==> src/verilog/alarm_map.svh <==
// alarm_map.svh: register offsets, field positions, reset values and timer
// figures for the protector alarm manager.
// assumes: included by bare name by the package user; definitions only.
`ifndef ALARM_MAP_SVH
`define ALARM_MAP_SVH

// register byte addresses
`define AM_ADDR_ALARM    8'h00
`define AM_ADDR_EVENT    8'h04
`define AM_ADDR_CLEAR    8'h08
`define AM_ADDR_ENABLE   8'h0C
`define AM_ADDR_CONTROL  8'h10
`define AM_ADDR_COMMAND  8'h14
`define AM_ADDR_STATE    8'h18

// field positions and alarm count
`define AM_CMD_RESET_BIT 0
`define AM_PROT_LSB      0
`define AM_NUM_ALARMS    7

// protection levels: reset value and hidden level
`define AM_PROT_RST      2'h1
`define AM_PROT_HIDDEN   2'h2

// clock and tick
`define AM_CLK_PERIOD_NS 10
`define AM_TICK_NS       1000000
`define AM_TICK_MS       1

// timer figures in milliseconds
`define AM_KEY_HOLD_MS   3000
`define AM_LOCKOUT_MS    15000
`define AM_SETTLE_MS     500
`define AM_OTEMP_MS      5000
`define AM_DISP_ALT_MS   1000

`endif

==> src/verilog/alarm_pkg.sv <==
// alarm_pkg: types shared by the alarm manager and its testbench.
// assumes: alarm_map.svh holds every number; this file holds types only.
package alarm_pkg;

    // one flag per alarm, lowest bit is the highest priority
    typedef struct packed {
        logic ot;      // over-temperature
        logic rt;      // run-time limit
        logic oc;      // overcurrent
        logic uv;      // undervoltage
        logic ov;      // overvoltage
        logic tc;      // abnormal current trip
        logic tv;      // abnormal voltage trip
    } alarm_vec_t;

    // conditions that allow an alarm to go away
    typedef struct packed {
        logic ot_ok;   // temperature below threshold minus 3 C
        logic oc_ok;   // current below threshold
        logic uv_ok;   // voltage above threshold plus 0.3 V
        logic ov_ok;   // voltage below threshold minus 0.3 V
    } clear_ok_t;

    typedef struct packed {
        logic        wr;
        logic        rd;
        logic [7:0]  addr;
        logic [31:0] wdata;
    } reg_req_t;

    typedef enum logic [1:0] {
        RTC_IDLE = 2'b01,
        RTC_ASK  = 2'b10
    } rtc_state_t;

endpackage : alarm_pkg
==> src/verilog/alarm_hold_timer.sv <==
// alarm_hold_timer: counts ticks while a condition holds continuously.
// assumes: tick_i is a one-cycle pulse from the shared prescaler.
`timescale 1ns/1ps
module alarm_hold_timer #(
    parameter int              W     = 16,
    parameter logic [W-1:0]    LIMIT = 16'h0001
) (
    input  wire logic clk_i,
    input  wire logic reset_n_i,
    input  wire logic tick_i,
    input  wire logic run_i,
    output logic      done_o
);
    logic [W-1:0] cnt_q;
    logic [W-1:0] cnt_d;

    // restart on any break; one extra tick covers the partial first tick
    always_comb begin
        cnt_d = cnt_q;
        if (!run_i) begin
            cnt_d = '0;
        end else if (tick_i && (cnt_q <= LIMIT)) begin
            cnt_d = cnt_q + 1'b1;
        end
    end

    always_ff @(posedge clk_i or negedge reset_n_i) begin
        if (!reset_n_i) begin
            cnt_q <= '0;
        end else begin
            cnt_q <= cnt_d;
        end
    end

    // done only while the condition still holds
    assign done_o = run_i && (cnt_q > LIMIT);

endmodule : alarm_hold_timer

==> src/verilog/alarm_manager.sv <==
// alarm_manager: sticky alarms, status outputs, cutoff, reset qualification,
// display priority and a small register file with interrupt.
// assumes: detection inputs are synchronous levels from measurement logic;
// nonvolatile trip storage outside feeds nv_trip_i back after power-up.
`timescale 1ns/1ps
`include "alarm_map.svh"
module alarm_manager #(
    parameter int CYC_PER_TICK = `AM_TICK_NS / `AM_CLK_PERIOD_NS,
    parameter int DISP_MS      = `AM_DISP_ALT_MS
) (
    input  wire logic                 clk_i,
    input  wire logic                 reset_n_i,
    input  wire alarm_pkg::alarm_vec_t detect_i,
    input  wire alarm_pkg::clear_ok_t clear_ok_i,
    input  wire logic [1:0]           nv_trip_i,
    input  wire logic                 reset_key_i,
    input  wire logic                 comm_reset_i,
    input  wire logic                 mode_key_i,
    input  wire logic                 clear_item_sel_i,
    input  wire logic                 answer_yes_i,
    input  wire alarm_pkg::reg_req_t  req_i,
    output logic [31:0]               rdata_o,
    output logic                      irq_o,
    output logic                      trip_status_out_o,
    output logic                      general_alarm_out_o,
    output logic                      overtemp_status_out_o,
    output logic                      branch_on_o,
    output logic [1:0]                nv_trip_o,
    output logic [2:0]                disp_code_o,
    output logic                      disp_value_o,
    output logic                      choice_shown_o,
    output logic                      runtime_zero_o
);
    import alarm_pkg::*;

    localparam int NT = 9;
    localparam logic [15:0] LIM [NT] = '{
        16'(`AM_KEY_HOLD_MS / `AM_TICK_MS), 16'(`AM_LOCKOUT_MS / `AM_TICK_MS),
        16'(`AM_LOCKOUT_MS / `AM_TICK_MS),  16'(`AM_SETTLE_MS / `AM_TICK_MS),
        16'(`AM_LOCKOUT_MS / `AM_TICK_MS),  16'(`AM_SETTLE_MS / `AM_TICK_MS),
        16'(`AM_LOCKOUT_MS / `AM_TICK_MS),  16'(`AM_SETTLE_MS / `AM_TICK_MS),
        16'(`AM_OTEMP_MS / `AM_TICK_MS)};

    alarm_vec_t  flags_q, flags_d;
    logic [6:0]  ev_q, ev_d, en_q, en_d;
    logic [1:0]  prot_q, prot_d;
    rtc_state_t  rtc_q, rtc_d;
    logic        init_q, key_done_q;
    logic [31:0] pre_q, pre_d;
    logic [31:0] alt_q, alt_d;
    logic        tick;
    logic [NT-1:0] run, done;
    logic        reset_req, trip_clr, rt_zero;
    logic [31:0] rdata_d;
    logic [2:0]  code_d;
    logic        dval_d, choice_d;

    // shared millisecond prescaler
    always_comb begin
        tick  = (pre_q == 32'(CYC_PER_TICK - 1));
        pre_d = tick ? 32'h0 : pre_q + 32'h1;
        alt_d = alt_q;
        dval_d = disp_value_o;
        if (flags_q == '0) begin
            alt_d  = 32'h0;
            dval_d = 1'b0;
        end else if (tick) begin
            alt_d = (alt_q == 32'(DISP_MS - 1)) ? 32'h0 : alt_q + 32'h1;
            if (alt_q == 32'(DISP_MS - 1)) begin
                dval_d = ~disp_value_o;
            end
        end
    end

    // qualifying conditions; each timer restarts when its run drops
    always_comb begin
        run[0] = reset_key_i;
        run[1] = flags_q.tv | flags_q.tc;
        run[2] = flags_q.ov;
        run[3] = flags_q.ov & done[2] & clear_ok_i.ov_ok;
        run[4] = flags_q.uv;
        run[5] = flags_q.uv & done[4] & clear_ok_i.uv_ok;
        run[6] = flags_q.oc;
        run[7] = flags_q.oc & done[6] & clear_ok_i.oc_ok;
        run[8] = flags_q.ot & clear_ok_i.ot_ok & ~detect_i.ot;
    end

    genvar g;
    generate
        for (g = 0; g < NT; g++) begin : g_tmr
            alarm_hold_timer #(.W(16), .LIMIT(LIM[g])) u_tmr (
                .clk_i     (clk_i),
                .reset_n_i (reset_n_i),
                .tick_i    (tick),
                .run_i     (run[g]),
                .done_o    (done[g])
            );
        end
    endgenerate

    // reset request: key hold edge, remote line, or command register
    assign reset_req = (done[0] & ~key_done_q) | comm_reset_i
        | (req_i.wr && req_i.addr == `AM_ADDR_COMMAND
           && req_i.wdata[`AM_CMD_RESET_BIT]);
    assign trip_clr = reset_req & done[1]
        & ~detect_i.tv & ~detect_i.tc;

    // run-time clear dialogue
    always_comb begin
        rtc_d   = rtc_q;
        rt_zero = 1'b0;
        case (rtc_q)
            RTC_IDLE: begin
                if (clear_item_sel_i && mode_key_i
                    && prot_q != `AM_PROT_HIDDEN) begin
                    rtc_d = RTC_ASK;
                end
            end
            RTC_ASK: begin
                if (prot_q == `AM_PROT_HIDDEN || !clear_item_sel_i) begin
                    rtc_d = RTC_IDLE;
                end else if (mode_key_i) begin
                    rtc_d   = RTC_IDLE;
                    rt_zero = answer_yes_i;
                end
            end
            default: rtc_d = RTC_IDLE;
        endcase
        choice_d = (rtc_d == RTC_ASK);
    end

    // sticky alarm flags; a new detection wins over any clear
    always_comb begin
        flags_d    = flags_q;
        flags_d.tv = detect_i.tv | (flags_q.tv & ~trip_clr);
        flags_d.tc = detect_i.tc | (flags_q.tc & ~trip_clr);
        if (!init_q) begin
            flags_d.tv = flags_d.tv | nv_trip_i[0];
            flags_d.tc = flags_d.tc | nv_trip_i[1];
        end
        // not restored at power-up, so they return only if still present
        flags_d.ov = detect_i.ov | (flags_q.ov & ~(reset_req & done[3]));
        flags_d.uv = detect_i.uv | (flags_q.uv & ~(reset_req & done[5]));
        flags_d.oc = detect_i.oc | (flags_q.oc & ~(reset_req & done[7]));
        flags_d.rt = detect_i.rt | (flags_q.rt & ~rt_zero);
        flags_d.ot = detect_i.ot | (flags_q.ot & ~done[8]);
    end

    // highest-priority active alarm, 1 = A10 .. 7 = A30
    always_comb begin
        code_d = 3'h0;
        for (int i = `AM_NUM_ALARMS - 1; i >= 0; i--) begin
            if (flags_q[i]) begin
                code_d = 3'(i + 1);
            end
        end
    end

    // register file; rising alarm sets event, set wins over clear
    always_comb begin
        ev_d    = ev_q | (flags_d & ~flags_q);
        en_d    = en_q;
        prot_d  = prot_q;
        rdata_d = 32'h0;
        if (req_i.wr) begin
            case (req_i.addr)
                `AM_ADDR_CLEAR:
                    ev_d = (ev_q & ~req_i.wdata[6:0]) | (flags_d & ~flags_q);
                `AM_ADDR_ENABLE:  en_d   = req_i.wdata[6:0];
                `AM_ADDR_CONTROL: prot_d = req_i.wdata[`AM_PROT_LSB +: 2];
                default: ;
            endcase
        end
        if (req_i.rd) begin
            case (req_i.addr)
                `AM_ADDR_ALARM:   rdata_d = {25'h0, flags_q};
                `AM_ADDR_EVENT:   rdata_d = {25'h0, ev_q};
                `AM_ADDR_ENABLE:  rdata_d = {25'h0, en_q};
                `AM_ADDR_CONTROL: rdata_d = {30'h0, prot_q};
                `AM_ADDR_STATE:   rdata_d = {28'h0, rtc_q, branch_on_o,
                                             choice_shown_o};
                default:          rdata_d = 32'h0;
            endcase
        end
    end

    always_ff @(posedge clk_i or negedge reset_n_i) begin
        if (!reset_n_i) begin
            flags_q    <= '0;
            ev_q       <= 7'h00;
            en_q       <= 7'h00;
            prot_q     <= `AM_PROT_RST;
            rtc_q      <= RTC_IDLE;
            init_q     <= 1'b0;
            key_done_q <= 1'b0;
            pre_q      <= 32'h0;
            alt_q      <= 32'h0;
            rdata_o    <= 32'h0;
            irq_o      <= 1'b0;
            trip_status_out_o     <= 1'b1;
            general_alarm_out_o   <= 1'b1;
            overtemp_status_out_o <= 1'b1;
            branch_on_o    <= 1'b0; // held off until stored trip is known
            nv_trip_o      <= 2'h0;
            disp_code_o    <= 3'h0;
            disp_value_o   <= 1'b0;
            choice_shown_o <= 1'b0;
            runtime_zero_o <= 1'b0;
        end else begin
            flags_q    <= flags_d;
            ev_q       <= ev_d;
            en_q       <= en_d;
            prot_q     <= prot_d;
            rtc_q      <= rtc_d;
            init_q     <= 1'b1;
            key_done_q <= done[0];
            pre_q      <= pre_d;
            alt_q      <= alt_d;
            rdata_o    <= rdata_d;
            irq_o      <= |(ev_d & en_d);
            trip_status_out_o   <= ~(flags_q.tv | flags_q.tc);
            general_alarm_out_o <= ~(flags_q.ov | flags_q.uv
                                     | flags_q.oc | flags_q.rt);
            overtemp_status_out_o <= ~flags_q.ot;
            branch_on_o    <= init_q & ~(flags_q.tv | flags_q.tc);
            nv_trip_o      <= {flags_q.tc, flags_q.tv};
            disp_code_o    <= code_d;
            disp_value_o   <= dval_d;
            choice_shown_o <= choice_d;
            runtime_zero_o <= rt_zero;
        end
    end
endmodule : alarm_manager

==> config.mk <==
export PLATFORM = sky130hd
export DESIGN_NAME = alarm_manager
export DESIGN_NICKNAME = d
export VERILOG_FILES = /design/src/verilog/alarm_pkg.sv /design/src/verilog/alarm_hold_timer.sv /design/src/verilog/alarm_manager.sv
export VERILOG_INCLUDE_DIRS = /design/src /design/src/verilog
export SDC_FILE = /design/constraint.sdc
export NUM_CORES = 1
export LEC_CHECK = 0
export BUFFER_PORTS_ARGS = -buffer_cell sky130_fd_sc_hd__buf_2
export CORE_MARGIN = 1.5
export CORE_UTILIZATION = 50
export DETAILED_ROUTE_END_ITERATION = 10
export PLACE_DENSITY = 0.69
export SKIP_LAST_GASP = 1
export SLEW_MARGIN = 20
export SYNTH_ARGS = -nofsm -noshare
export SYNTH_HDL_FRONTEND = slang
export SYNTH_SLANG_ARGS = --single-unit
==> constraint.sdc <==
create_clock -name clk_i -period 3.97 [get_ports clk_i]
set_input_delay 0.1985 -clock clk_i [delete_from_list [all_inputs] [get_ports clk_i]]
set_output_delay 0.1985 -clock clk_i [all_outputs]
set_load 0.02 [all_outputs]
==> results of run 1 <==
power groups by stage:
| stage | combinational, mW | sequential [mW] | clock [mW] |
|---|---|---|---|
| after floorplan | 0.133 | 2.70 | 0 |
| after global placement | 0.227 | 2.70 | 0 |
| after detailed placement | 0.234 | 2.70 | 0 |
| after CTS | 0.249 | 2.65 | 2.73 |
| after global routing | 0.281 | 2.65 | 2.85 |
| final | 0.246 | 2.65 | 2.67 |
worst register-to-register path, stage by stage, from the launching register on:
cell,delay (ps)
dfrtp_1,440
nor4_1,290
nand4_1,330
nor3_2,580
nand3_2,400
or4_1,570
a21oi_1,160
placed cells by master, fill, tap and decap left out, types with 29 or more instances in the layout:
cell type / synthesis / routed
xnor2_1: 66 / 66
clkbuf_16: 0 / 29
a21oi_1: 39 / 39
dfrtp_1: 250 / 250
and2_1: 47 / 47
nor4_1: 29 / 29
and3_1: 37 / 37
inv_1: 50 / 50
nand2_1: 97 / 97
nand3_1: 65 / 65
nand4_1: 44 / 44
nor2_1: 130 / 129
xor2_1: 43 / 43
o21ai_0: 42 / 42
buf_2: 7 / 55
state kept, by name, summed over array words and instances, names as in the netlist, 2 cells and up:
register / count
nv_trip_o: 2
pre_q: 32
en_q: 7
flags_q: 7
ev_q: 7
g_tmr.u_tmr.cnt_q: 144
prot_q: 2
rtc_q: 2
rdata_o: 7
disp_code_o: 3
alt_q: 32
layout make-up:
type                    count  area share, %
flip-flops and latches    255           43.6
multi-input cells         951           42.0
clock buffers              42           5.63
repair buffers             84           3.81
well taps                 330           2.82
inverters                  50           1.28
clock inverters            10          0.905
what timing repair did:
item	in CTS	in global routing
hold endpoints to repair	145	0
setup buffers	0	0
hold buffers	18	0
layer usage:
layer	vias to the layer above	GRT usage, %	routed length, um
met5	-	0	12
met4	2	4.63	447
met3	37	2.90	1270
met2	183	33.6	12700
met1	4709	30.8	13100
li1	4691	-	-
worst paths after layout:
kind | from | end | slack [ps] | cells after the start
max in group asynchronous | reset_n_i | overtemp_status_out_o$_DFF_PN1_ | 2550 | 3
min in group asynchronous | reset_n_i | g_tmr[3].u_tmr.cnt_q[12]$_DFFE_PN0P_ | 340 | 2
setup / recovery | pre_q[27]$_DFF_PN0_ | g_tmr[0].u_tmr.cnt_q[6]$_DFFE_PN0P_ | 1100 | 6
hold / removal | clear_ok_i[3] | flags_q[6]$_DFF_PN0_ | 20 | 3
hold reg to reg | flags_q[5]$_DFF_PN0_ | general_alarm_out_o$_DFF_PN1_ | 430 | 1
setup reg to reg | pre_q[27]$_DFF_PN0_ | g_tmr[0].u_tmr.cnt_q[6]$_DFFE_PN0P_ | 1100 | 6
cells by family after synthesis:
kind of cell,Yosys count,share of synthesized area [%]
AOI/OAI and AO/OA,177,9.32
xor gates and xnor gates,109,7.34
adders and majority gates,22,2.12
buffers and inverters,118,4.39
DFF,255,49.1
muxes,22,1.77
other,2,0.0577
and+or+nand+nor,595,25.9
through the flow:
step	std cells	utilization, %	total power, mW	setup WS (ps)
detailed placement	1652	53.3	2.93	1030
finish	1722	57.9	5.57	1100
global route	1722	57.9	5.79	871
global placement	1652	53.3	2.93	1060
floorplan	1324	-	2.83	1760
CTS	1722	57.8	5.63	977
==> impl_metrics.json, run 1 <==
{
  "track_usage_pct": 21.1,
  "clock_sinks": 255,
  "wl_per_cell_um": 16.0,
  "switching_share_pct": 22.0,
  "synth_edf_count": 0,
  "path_buf_inv": 0,
  "cts_inserted_buffers": 28,
  "synth_top_cells_by_count": "250 x dfrtp_1, 130 x nor2_1, 97 x nand2_1",
  "finClkSkew_ps": 13.6,
  "cts_tree": "done",
  "multi_input_area_um2": 6150,
  "setup_viol": 0,
  "dieWidth_um": 164,
  "crit_path_max_incr_delay_ps": 570,
  "status": "finished clean",
  "ys_seq_area_share_pct": 49.1,
  "slew_viol_final": 0,
  "drt_first_iter_violations": 598,
  "diodes": 0,
  "vdd_drop_max_uv": 421,
  "die-area_um2": 27000,
  "synthCells": 1300,
  "placed_cell_area_um2": 13500,
  "drt_pass1_iterations": 6,
  "avgSynthCellArea_um2": 10.0,
  "syn_area_um2": 13000,
  "start_util_pct": 51.4,
  "cts-resized-gates": 0,
  "cts_max_path_buffers": 3,
  "grt.overflow.total": 0,
  "drc": 0,
  "crit_type": "flop to flop",
  "fillers": 2198,
  "synthToLayoutAreaGrowth_pct": 12.6,
  "grt_start_max_net_pins": 123,
  "yosysMostFrequentCell": "dfrtp_1",
  "combPwrFrac_pct": 4.4,
  "synthTopCellsByArea": "dfrtp_1 48%, xnor2_1 4.4%, nor2_1 3.8%, xor2_1 2.9%, nand2_1 2.8%",
  "gp_congestion": 0.826,
  "critical_path_arrival_ps": 3310,
  "antenna_found_initial": 1,
  "path_cells": "nor4_1 > nand4_1 > nor3_2 > nand3_2 > or4_1 > a21oi_1",
  "power_density_nw_per_um2": 380,
  "vias": 9622,
  "pwr-share-clk_pct": 48.0,
  "ys_seq_elements": 255,
  "crit_family": "simple AND/OR/NAND/NOR gates",
  "design_area_um2": 14700,
  "cpMaxStageDelayCell": "nor3_2",
  "io_pins": 107,
  "port-buffer-count": 56,
  "seqCellArea_um2": 6390,
  "ys_async_sr_fraction_pct": 100,
  "dp.final_hpwl_mm": 18.6,
  "hold_slack_ps": 21.1,
  "clock_tree.root_cell": "clkbuf_16",
  "crit_path_start_kind": "flop",
  "cp_max_fo": 18,
  "core_um2": 25300,
  "synthFlopType": "dfrtp_1",
  "relSlewSlack_pct": 36.3,
  "worst_hold_path_type": "input pin to flop",
  "via_per_inst": 5.59,
  "fin_crit_ps": 2870,
  "required_ps": 4410,
  "nets": 1454,
  "tightest_slew_ps": 955,
  "p_seq_share_pct": 47.6,
  "leakagePower_nw": 6.53,
  "end_kind": "flop",
  "postRouteAntennaNets": 0,
  "htreeDepth": 1,
  "clk_pin_slew_worst_paths_ps": 60,
  "synthDominantCellAreaShare_pct": 48.1,
  "clk_latency_ps": 530,
  "grt_pass1_wl_mm": 47.0,
  "rsz0062_at_grt": "no",
  "drv_cap": 0,
  "num_rows": 58,
  "hold_viol_final": 0,
  "fp.dieH_um": 164,
  "p_sw_mw": 1.23,
  "intPower_mw": 4.34,
  "fin_setup_tns_ps": 0,
  "ys_warn_count": 0,
  "routed_wl_mm": 27.6,
  "drive_gt1_share_pct": 11.9,
  "synth_cell_type_count": 81,
  "yosysTopAreaCell": "dfrtp_1",
  "max_clock_freq_mhz": 349,
  "grt_pass1_vias": 9363,
  "fin_crit_sh_pct": 72.2
}
Note: power is estimated with default switching activity, not from simulation.
==> run 2: changes to the inputs <==
==> constraint.sdc (replaced) <==
create_clock -name clk_i -period 2.7 [get_ports clk_i]
set_input_delay 0.135 -clock clk_i [delete_from_list [all_inputs] [get_ports clk_i]]
set_output_delay 0.135 -clock clk_i [all_outputs]
set_load 0.02 [all_outputs]
==> run 2 against run 1 <==
  * Sequential share of layout area fell by 0.99 points
  * Flip-flop and latch count did not move
  * Cell area rose by 2.3%
  * Cell count rose by 2.4%
  * Die area did not move
  * Clock power rose by 45%
  * Critical path depth rose by 2
  * Count of clock-buffer cells in the layout rose by 1
  * Worst setup slack got worse by 940 ps
  * Critical path type unchanged
  * Largest cell class unchanged
==> impl_metrics.json, run 2 (synthesis gave the netlist of run 1 again) <==
{
  "finClkSkew_ps": 8.92,
  "clk_pin_slew_worst_paths_ps": 60,
  "instances_no_fill": 1763,
  "rr_startpoint": "pre_q[27]$_DFF_PN0_",
  "critical_path_arrival_ps": 3000,
  "grt_pass1_vias": 9403,
  "path_buf_inv": 2,
  "crit_path_start_kind": "flop",
  "fp.dieH_um": 164,
  "track_usage_pct": 21.5,
  "top_register": "g_tmr.u_tmr.cnt_q",
  "vdd_drop_max_uv": 556,
  "grt.overflow.total": 0,
  "wl_per_cell_um": 16.0,
  "path_cells": "nor4_1 > nand4_1 > nor3_4 > buf_4 > nand3_2 > buf_4 > or3_1 > a21oi_1",
  "dieWidth_um": 164,
  "fillers": 2127,
  "gp_congestion": 0.824,
  "num_rows": 58,
  "grt_start_max_net_pins": 86,
  "cts_tree": "done",
  "design_area_um2": 15000,
  "end_kind": "flop",
  "drv_cap": 0,
  "nets": 1495,
  "core_um2": 25300,
  "clock_sinks": 255,
  "clock_tree.root_cell": "clkbuf_16",
  "rrSetupSlack_ps": 160,
  "cp_max_fo": 11,
  "via_per_inst": 5.63,
  "tightest_slew_ps": 711,
  "crit_path_max_incr_delay_ps": 450,
  "drc": 0,
  "port-buffer-count": 56,
  "largest_reg_flops": 144,
  "crit_type": "flop to flop",
  "grt_pass1_wl_mm": 47.2,
  "r2r-end": "g_tmr[0].u_tmr.cnt_q[3]$_DFFE_PN0P_",
  "crit_path_frequent_cell": "buf_4",
  "fin_util_pct": 59.2,
  "worst_hold_path_type": "input pin to flop",
  "status": "finished clean",
  "leakagePower_nw": 6.73,
  "hold_end": "flags_q[0]$_DFF_PN0_",
  "diodes": 0,
  "cts_inserted_buffers": 28,
  "power_density_nw_per_um2": 543,
  "fin_crit_sh_pct": 94.1,
  "setup_viol": 0,
  "die-area_um2": 27000,
  "fin_crit_ps": 2540,
  "cpMaxStageDelayCell": "dfrtp_1",
  "max_clock_freq_mhz": 394,
  "clk_latency_ps": 540,
  "hold_viol_final": 0,
  "synthToLayoutAreaGrowth_pct": 15.2,
  "layout_common_cells": "250 x dfrtp_1, 129 x nor2_1, 97 x nand2_1",
  "min_path_cells": 3,
  "routed_wl_mm": 28.3,
  "htreeDepth": 1,
  "drive_gt1_share_pct": 13.8,
  "start_util_pct": 51.4,
  "cts_max_path_buffers": 3,
  "required_ps": 3160,
  "largestRegisters": "g_tmr.u_tmr.cnt_q (144), alt_q (32), pre_q (32)",
  "placed_cells": 1684,
  "postRouteAntennaNets": 0,
  "dp.final_hpwl_mm": 19.6,
  "min_from": "nv_trip_i[0]",
  "antenna_found_initial": 1,
  "relSlewSlack_pct": 52.5,
  "crit_family": "simple AND/OR/NAND/NOR gates",
  "final_common_cell": "dfrtp_1",
  "slew_viol_final": 0,
  "placed_cell_area_um2": 13800,
  "drt_first_iter_violations": 592,
  "worstRegToRegCells": 8,
  "vias": 9932,
  "drt_pass1_iterations": 5,
  "io_pins": 107
}
[run 2: cell count changes in the layout (fill, tap and decap cells not counted), sizes merged]
cell         delta
buf            +34
clkbuf          +1
dlygate4sd3     +7
inv             -1
[run 2: power by group]
group	switching, mW	internal [mW]
combinational	0.248	0.134
clock	1.52	2.34
sequential	0.0307	3.87
[run 2: cell type report]
cell class,instances,area [um^2],share of cell area (%)
multi-input combinational,951,6150,41.0
sequential,255,6390,42.6
timing repair buffer,125,921,6.14
inverter,50,188,1.25
clock inverter,9,124,0.826
tap,330,413,2.75
clock buffer,43,808,5.39
[run 2: metal layers]
layer	vias to the layer above	GRT usage, %	share of wire, %
met4	2	4.83	1.5
met2	207	34.1	46
li1	4799	-	-
met5	-	0	0.050
met1	4881	30.7	48
met3	43	3.74	4.9
[run 2: tightest hold or removal path, stage by stage]
cell     delay (ps)
buf_2            90
a21oi_1          90
a22oi_1         200
[run 2: timing repair]
action / CTS / global route
setup buffers: 0 / 2
hold endpoints to repair: 112 / 0
setup endpoints to repair: 0 / 8
hold buffers: 25 / 0
gates resized for setup: 0 / 2
[run 2: how the worst max path moves through the flow]
| stage | from | end | slack (ps) | cells after the start |
|---|---|---|---|---|
| finish | pre_q[27]$_DFF_PN0_ | g_tmr[0].u_tmr.cnt_q[3]$_DFFE_PN0P_ | 160 | 8 |
| global route | pre_q[27]$_DFF_PN0_ | g_tmr[0].u_tmr.cnt_q[4]$_DFFE_PN0P_ | -20 | 8 |
| CTS | pre_q[28]$_DFF_PN0_ | g_tmr[0].u_tmr.cnt_q[3]$_DFFE_PN0P_ | 130 | 8 |
| detailed placement | pre_q[27]$_DFF_PN0_ | g_tmr[0].u_tmr.cnt_q[3]$_DFFE_PN0P_ | 160 | 8 |
| global placement | pre_q[28]$_DFF_PN0_ | g_tmr[0].u_tmr.cnt_q[4]$_DFFE_PN0P_ | 170 | 8 |
| floorplan | pre_q[0]$_DFF_PN0_ | g_tmr[8].u_tmr.cnt_q[7]$_DFFE_PN0P_ | 490 | 7 |
[run 2: stage by stage]
stage	total power, mW	setup WS [ps]	setup TNS [ps]	hold WS, ps
finish	8.14	160	0	39.7
detailed placement	4.32	165	0	178
floorplan	4.17	489	0	-161
CTS	8.23	130	0	8.47
global route	8.45	-16.5	-22.5	26.3
global placement	4.31	174	0	180
==> run 3: changes to the inputs <==
--- a/config.mk
+++ b/config.mk
@@ -7,10 +7,12 @@
 export NUM_CORES = 1
 export LEC_CHECK = 0
 export BUFFER_PORTS_ARGS = -buffer_cell sky130_fd_sc_hd__buf_2
+export CELL_PAD_IN_SITES_DETAIL_PLACEMENT = 1
+export CELL_PAD_IN_SITES_GLOBAL_PLACEMENT = 1
 export CORE_MARGIN = 1.5
-export CORE_UTILIZATION = 50
+export CORE_UTILIZATION = 47
 export DETAILED_ROUTE_END_ITERATION = 10
-export PLACE_DENSITY = 0.69
+export PLACE_DENSITY_LB_ADDON = 0.1
 export SKIP_LAST_GASP = 1
 export SLEW_MARGIN = 20
 export SYNTH_ARGS = -nofsm -noshare
==> run 3 against run 2 <==
  * Clock skew up 8.1 ps
  * Highest routed layer is now met4
  * Global-route usage grew 2.4 points
  * Sequential share of layout area down 0.33 points
  * Count of clock-buffer cells in the layout stayed put
  * Cell count up 0.74%
  * Critical endpoint is now g_tmr[3].u_tmr.cnt_q[4]$_DFFE_PN0P_
==> impl_metrics.json, run 3 (synthesis gave the netlist of run 1 again) <==
{
  "clock_tree.root_cell": "clkbuf_16",
  "htreeDepth": 1,
  "drt_pass1_iterations": 4,
  "cts_max_path_buffers": 3,
  "synthToLayoutAreaGrowth_pct": 16.1,
  "crit_type": "flop to flop",
  "switching_share_pct": 22.5,
  "tightest_slew_ps": 653,
  "pwr-share-clk_pct": 49.8,
  "largest_reg_flops": 144,
  "postRouteAntennaNets": 0,
  "clk_latency_ps": 560,
  "core_um2": 27000,
  "hold_viol_final": 0,
  "finClkSkew_ps": 17.0,
  "num_rows": 60,
  "antenna_found_initial": 1,
  "cts_inserted_buffers": 30,
  "drive_gt1_share_pct": 14.6,
  "nets": 1495,
  "vias": 10127,
  "drc": 0,
  "fillers": 3000,
  "post-cts-setup-buffer-count": 0,
  "routed_wl_mm": 33.2,
  "grt_pass1_wl_mm": 56.1,
  "p_sw_mw": 1.93,
  "largestRegisters": "g_tmr.u_tmr.cnt_q (144), alt_q (32), pre_q (32)",
  "max_clock_freq_mhz": 391,
  "end_kind": "flop",
  "p_seq_share_pct": 45.6,
  "grt.overflow.total": 0,
  "worst_hold_path_type": "input pin to flop",
  "grt_start_max_net_pins": 74,
  "leakagePower_nw": 6.78,
  "slew_viol_final": 0,
  "port-buffer-count": 56,
  "fin_util_pct": 55.9,
  "crit_path_start_kind": "flop",
  "cp_max_fo": 6,
  "fin_crit_sh_pct": 94.8,
  "final_common_cell": "dfrtp_1",
  "multi_input_area_um2": 6160,
  "fp.dieH_um": 169,
  "wl_per_cell_um": 18.7,
  "cts_tree": "done",
  "combPwrFrac_pct": 4.5,
  "gp_congestion": 0.824,
  "seqCellArea_um2": 6390,
  "critical_path_arrival_ps": 2990,
  "fin_setup_tns_ps": 0,
  "track_usage_pct": 23.9,
  "setup_viol": 0,
  "power_density_nw_per_um2": 566,
  "clock_sinks": 255,
  "die-area_um2": 28700,
  "clk_pin_slew_worst_paths_ps": 60,
  "dieWidth_um": 169,
  "via_per_inst": 5.70,
  "vdd_drop_max_uv": 386,
  "fin_crit_ps": 2560,
  "required_ps": 3130,
  "start_util_pct": 48.1,
  "drt_first_iter_violations": 569,
  "drv_cap": 0,
  "dp.final_hpwl_mm": 22.5,
  "relSlewSlack_pct": 56.4,
  "io_pins": 107,
  "intPower_mw": 6.62,
  "layout_common_cells": "250 x dfrtp_1, 129 x nor2_1, 97 x nand2_1",
  "grt_pass1_vias": 10924,
  "rsz0062_at_grt": "yes",
  "top_register": "g_tmr.u_tmr.cnt_q",
  "status": "finished clean"
}
==> run 3: power by group through the flow <==
stage / Clock [mW] / Sequential (mW) / Combinational, mW
floorplan: 0 / 3.97 / 0.195
finish: 4.26 / 3.90 / 0.389
global placement: 0 / 3.96 / 0.350
CTS: 4.36 / 3.90 / 0.393
global route: 4.50 / 3.91 / 0.435
detailed placement: 0 / 3.97 / 0.364
==> run 3: path summary, 6_finish.rpt <==
path	slack [ps]	start	to	depth (start not counted)
setup / recovery	140	pre_q[24]$_DFF_PN0_	g_tmr[3].u_tmr.cnt_q[4]$_DFFE_PN0P_	7
max in group asynchronous	1660	reset_n_i	prot_q[0]$_DFFE_PN1P_	3
hold reg to reg	480	g_tmr[3].u_tmr.cnt_q[14]$_DFFE_PN0P_	g_tmr[3].u_tmr.cnt_q[14]$_DFFE_PN0P_	1
hold / removal	20	mode_key_i	rtc_q[0]$_DFF_PN1_	4
min in group asynchronous	130	reset_n_i	g_tmr[3].u_tmr.cnt_q[13]$_DFFE_PN0P_	2
setup reg to reg	140	pre_q[24]$_DFF_PN0_	g_tmr[3].u_tmr.cnt_q[4]$_DFFE_PN0P_	7
==> run 3: metrics by stage <==
| step | setup slack [ps] | hold slack (ps) | cells | cell area [um^2] | power [mW] |
|---|---|---|---|---|---|
| after floorplan | 489 | -161 | 1324 | 13100 | 4.17 |
| after global placement | 208 | 157 | 1695 | 13800 | 4.31 |
| after detailed placement | 138 | 165 | 1695 | 13800 | 4.33 |
| after CTS | 44.7 | 1.61 | 1775 | 15100 | 8.65 |
| after global routing | -18.9 | 26.1 | 1776 | 15100 | 8.84 |
| final | 139 | 22.6 | 1776 | 15100 | 8.55 |
==> run 3: layout make-up <==
class                   count  area share [%]
multi-input cells         951            40.8
well taps                 341            2.82
inverters                  50            1.24
flip-flops and latches    255            42.3
diodes                      1          0.0166
clock buffers              43            6.03
clock inverters            12           0.952
repair buffers            123            5.91
==> run 3: worst max-delay path: stages (launching register included) <==
cell and delay (ps):
dfrtp_1 440, nor4bb_1 320, nand4_1 250, buf_4 220
or3_1 510, or3_1 460, xor2_1 190, nor2_1 50
==> run 3: metal layers <==
layer	GRT usage, %	wire, um	up-vias
met2	41.0	16100	166
met5	0	0	-
met3	3.08	1090	55
met4	7.43	837	0
li1	-	-	4768
met1	31.6	15200	5138
==> run 3: timing repair <==
item,CTS,global route
hold buffers,25,0
endpoints found under the hold margin,101,0
endpoints found under the setup margin,0,14
gates resized for setup,0,4
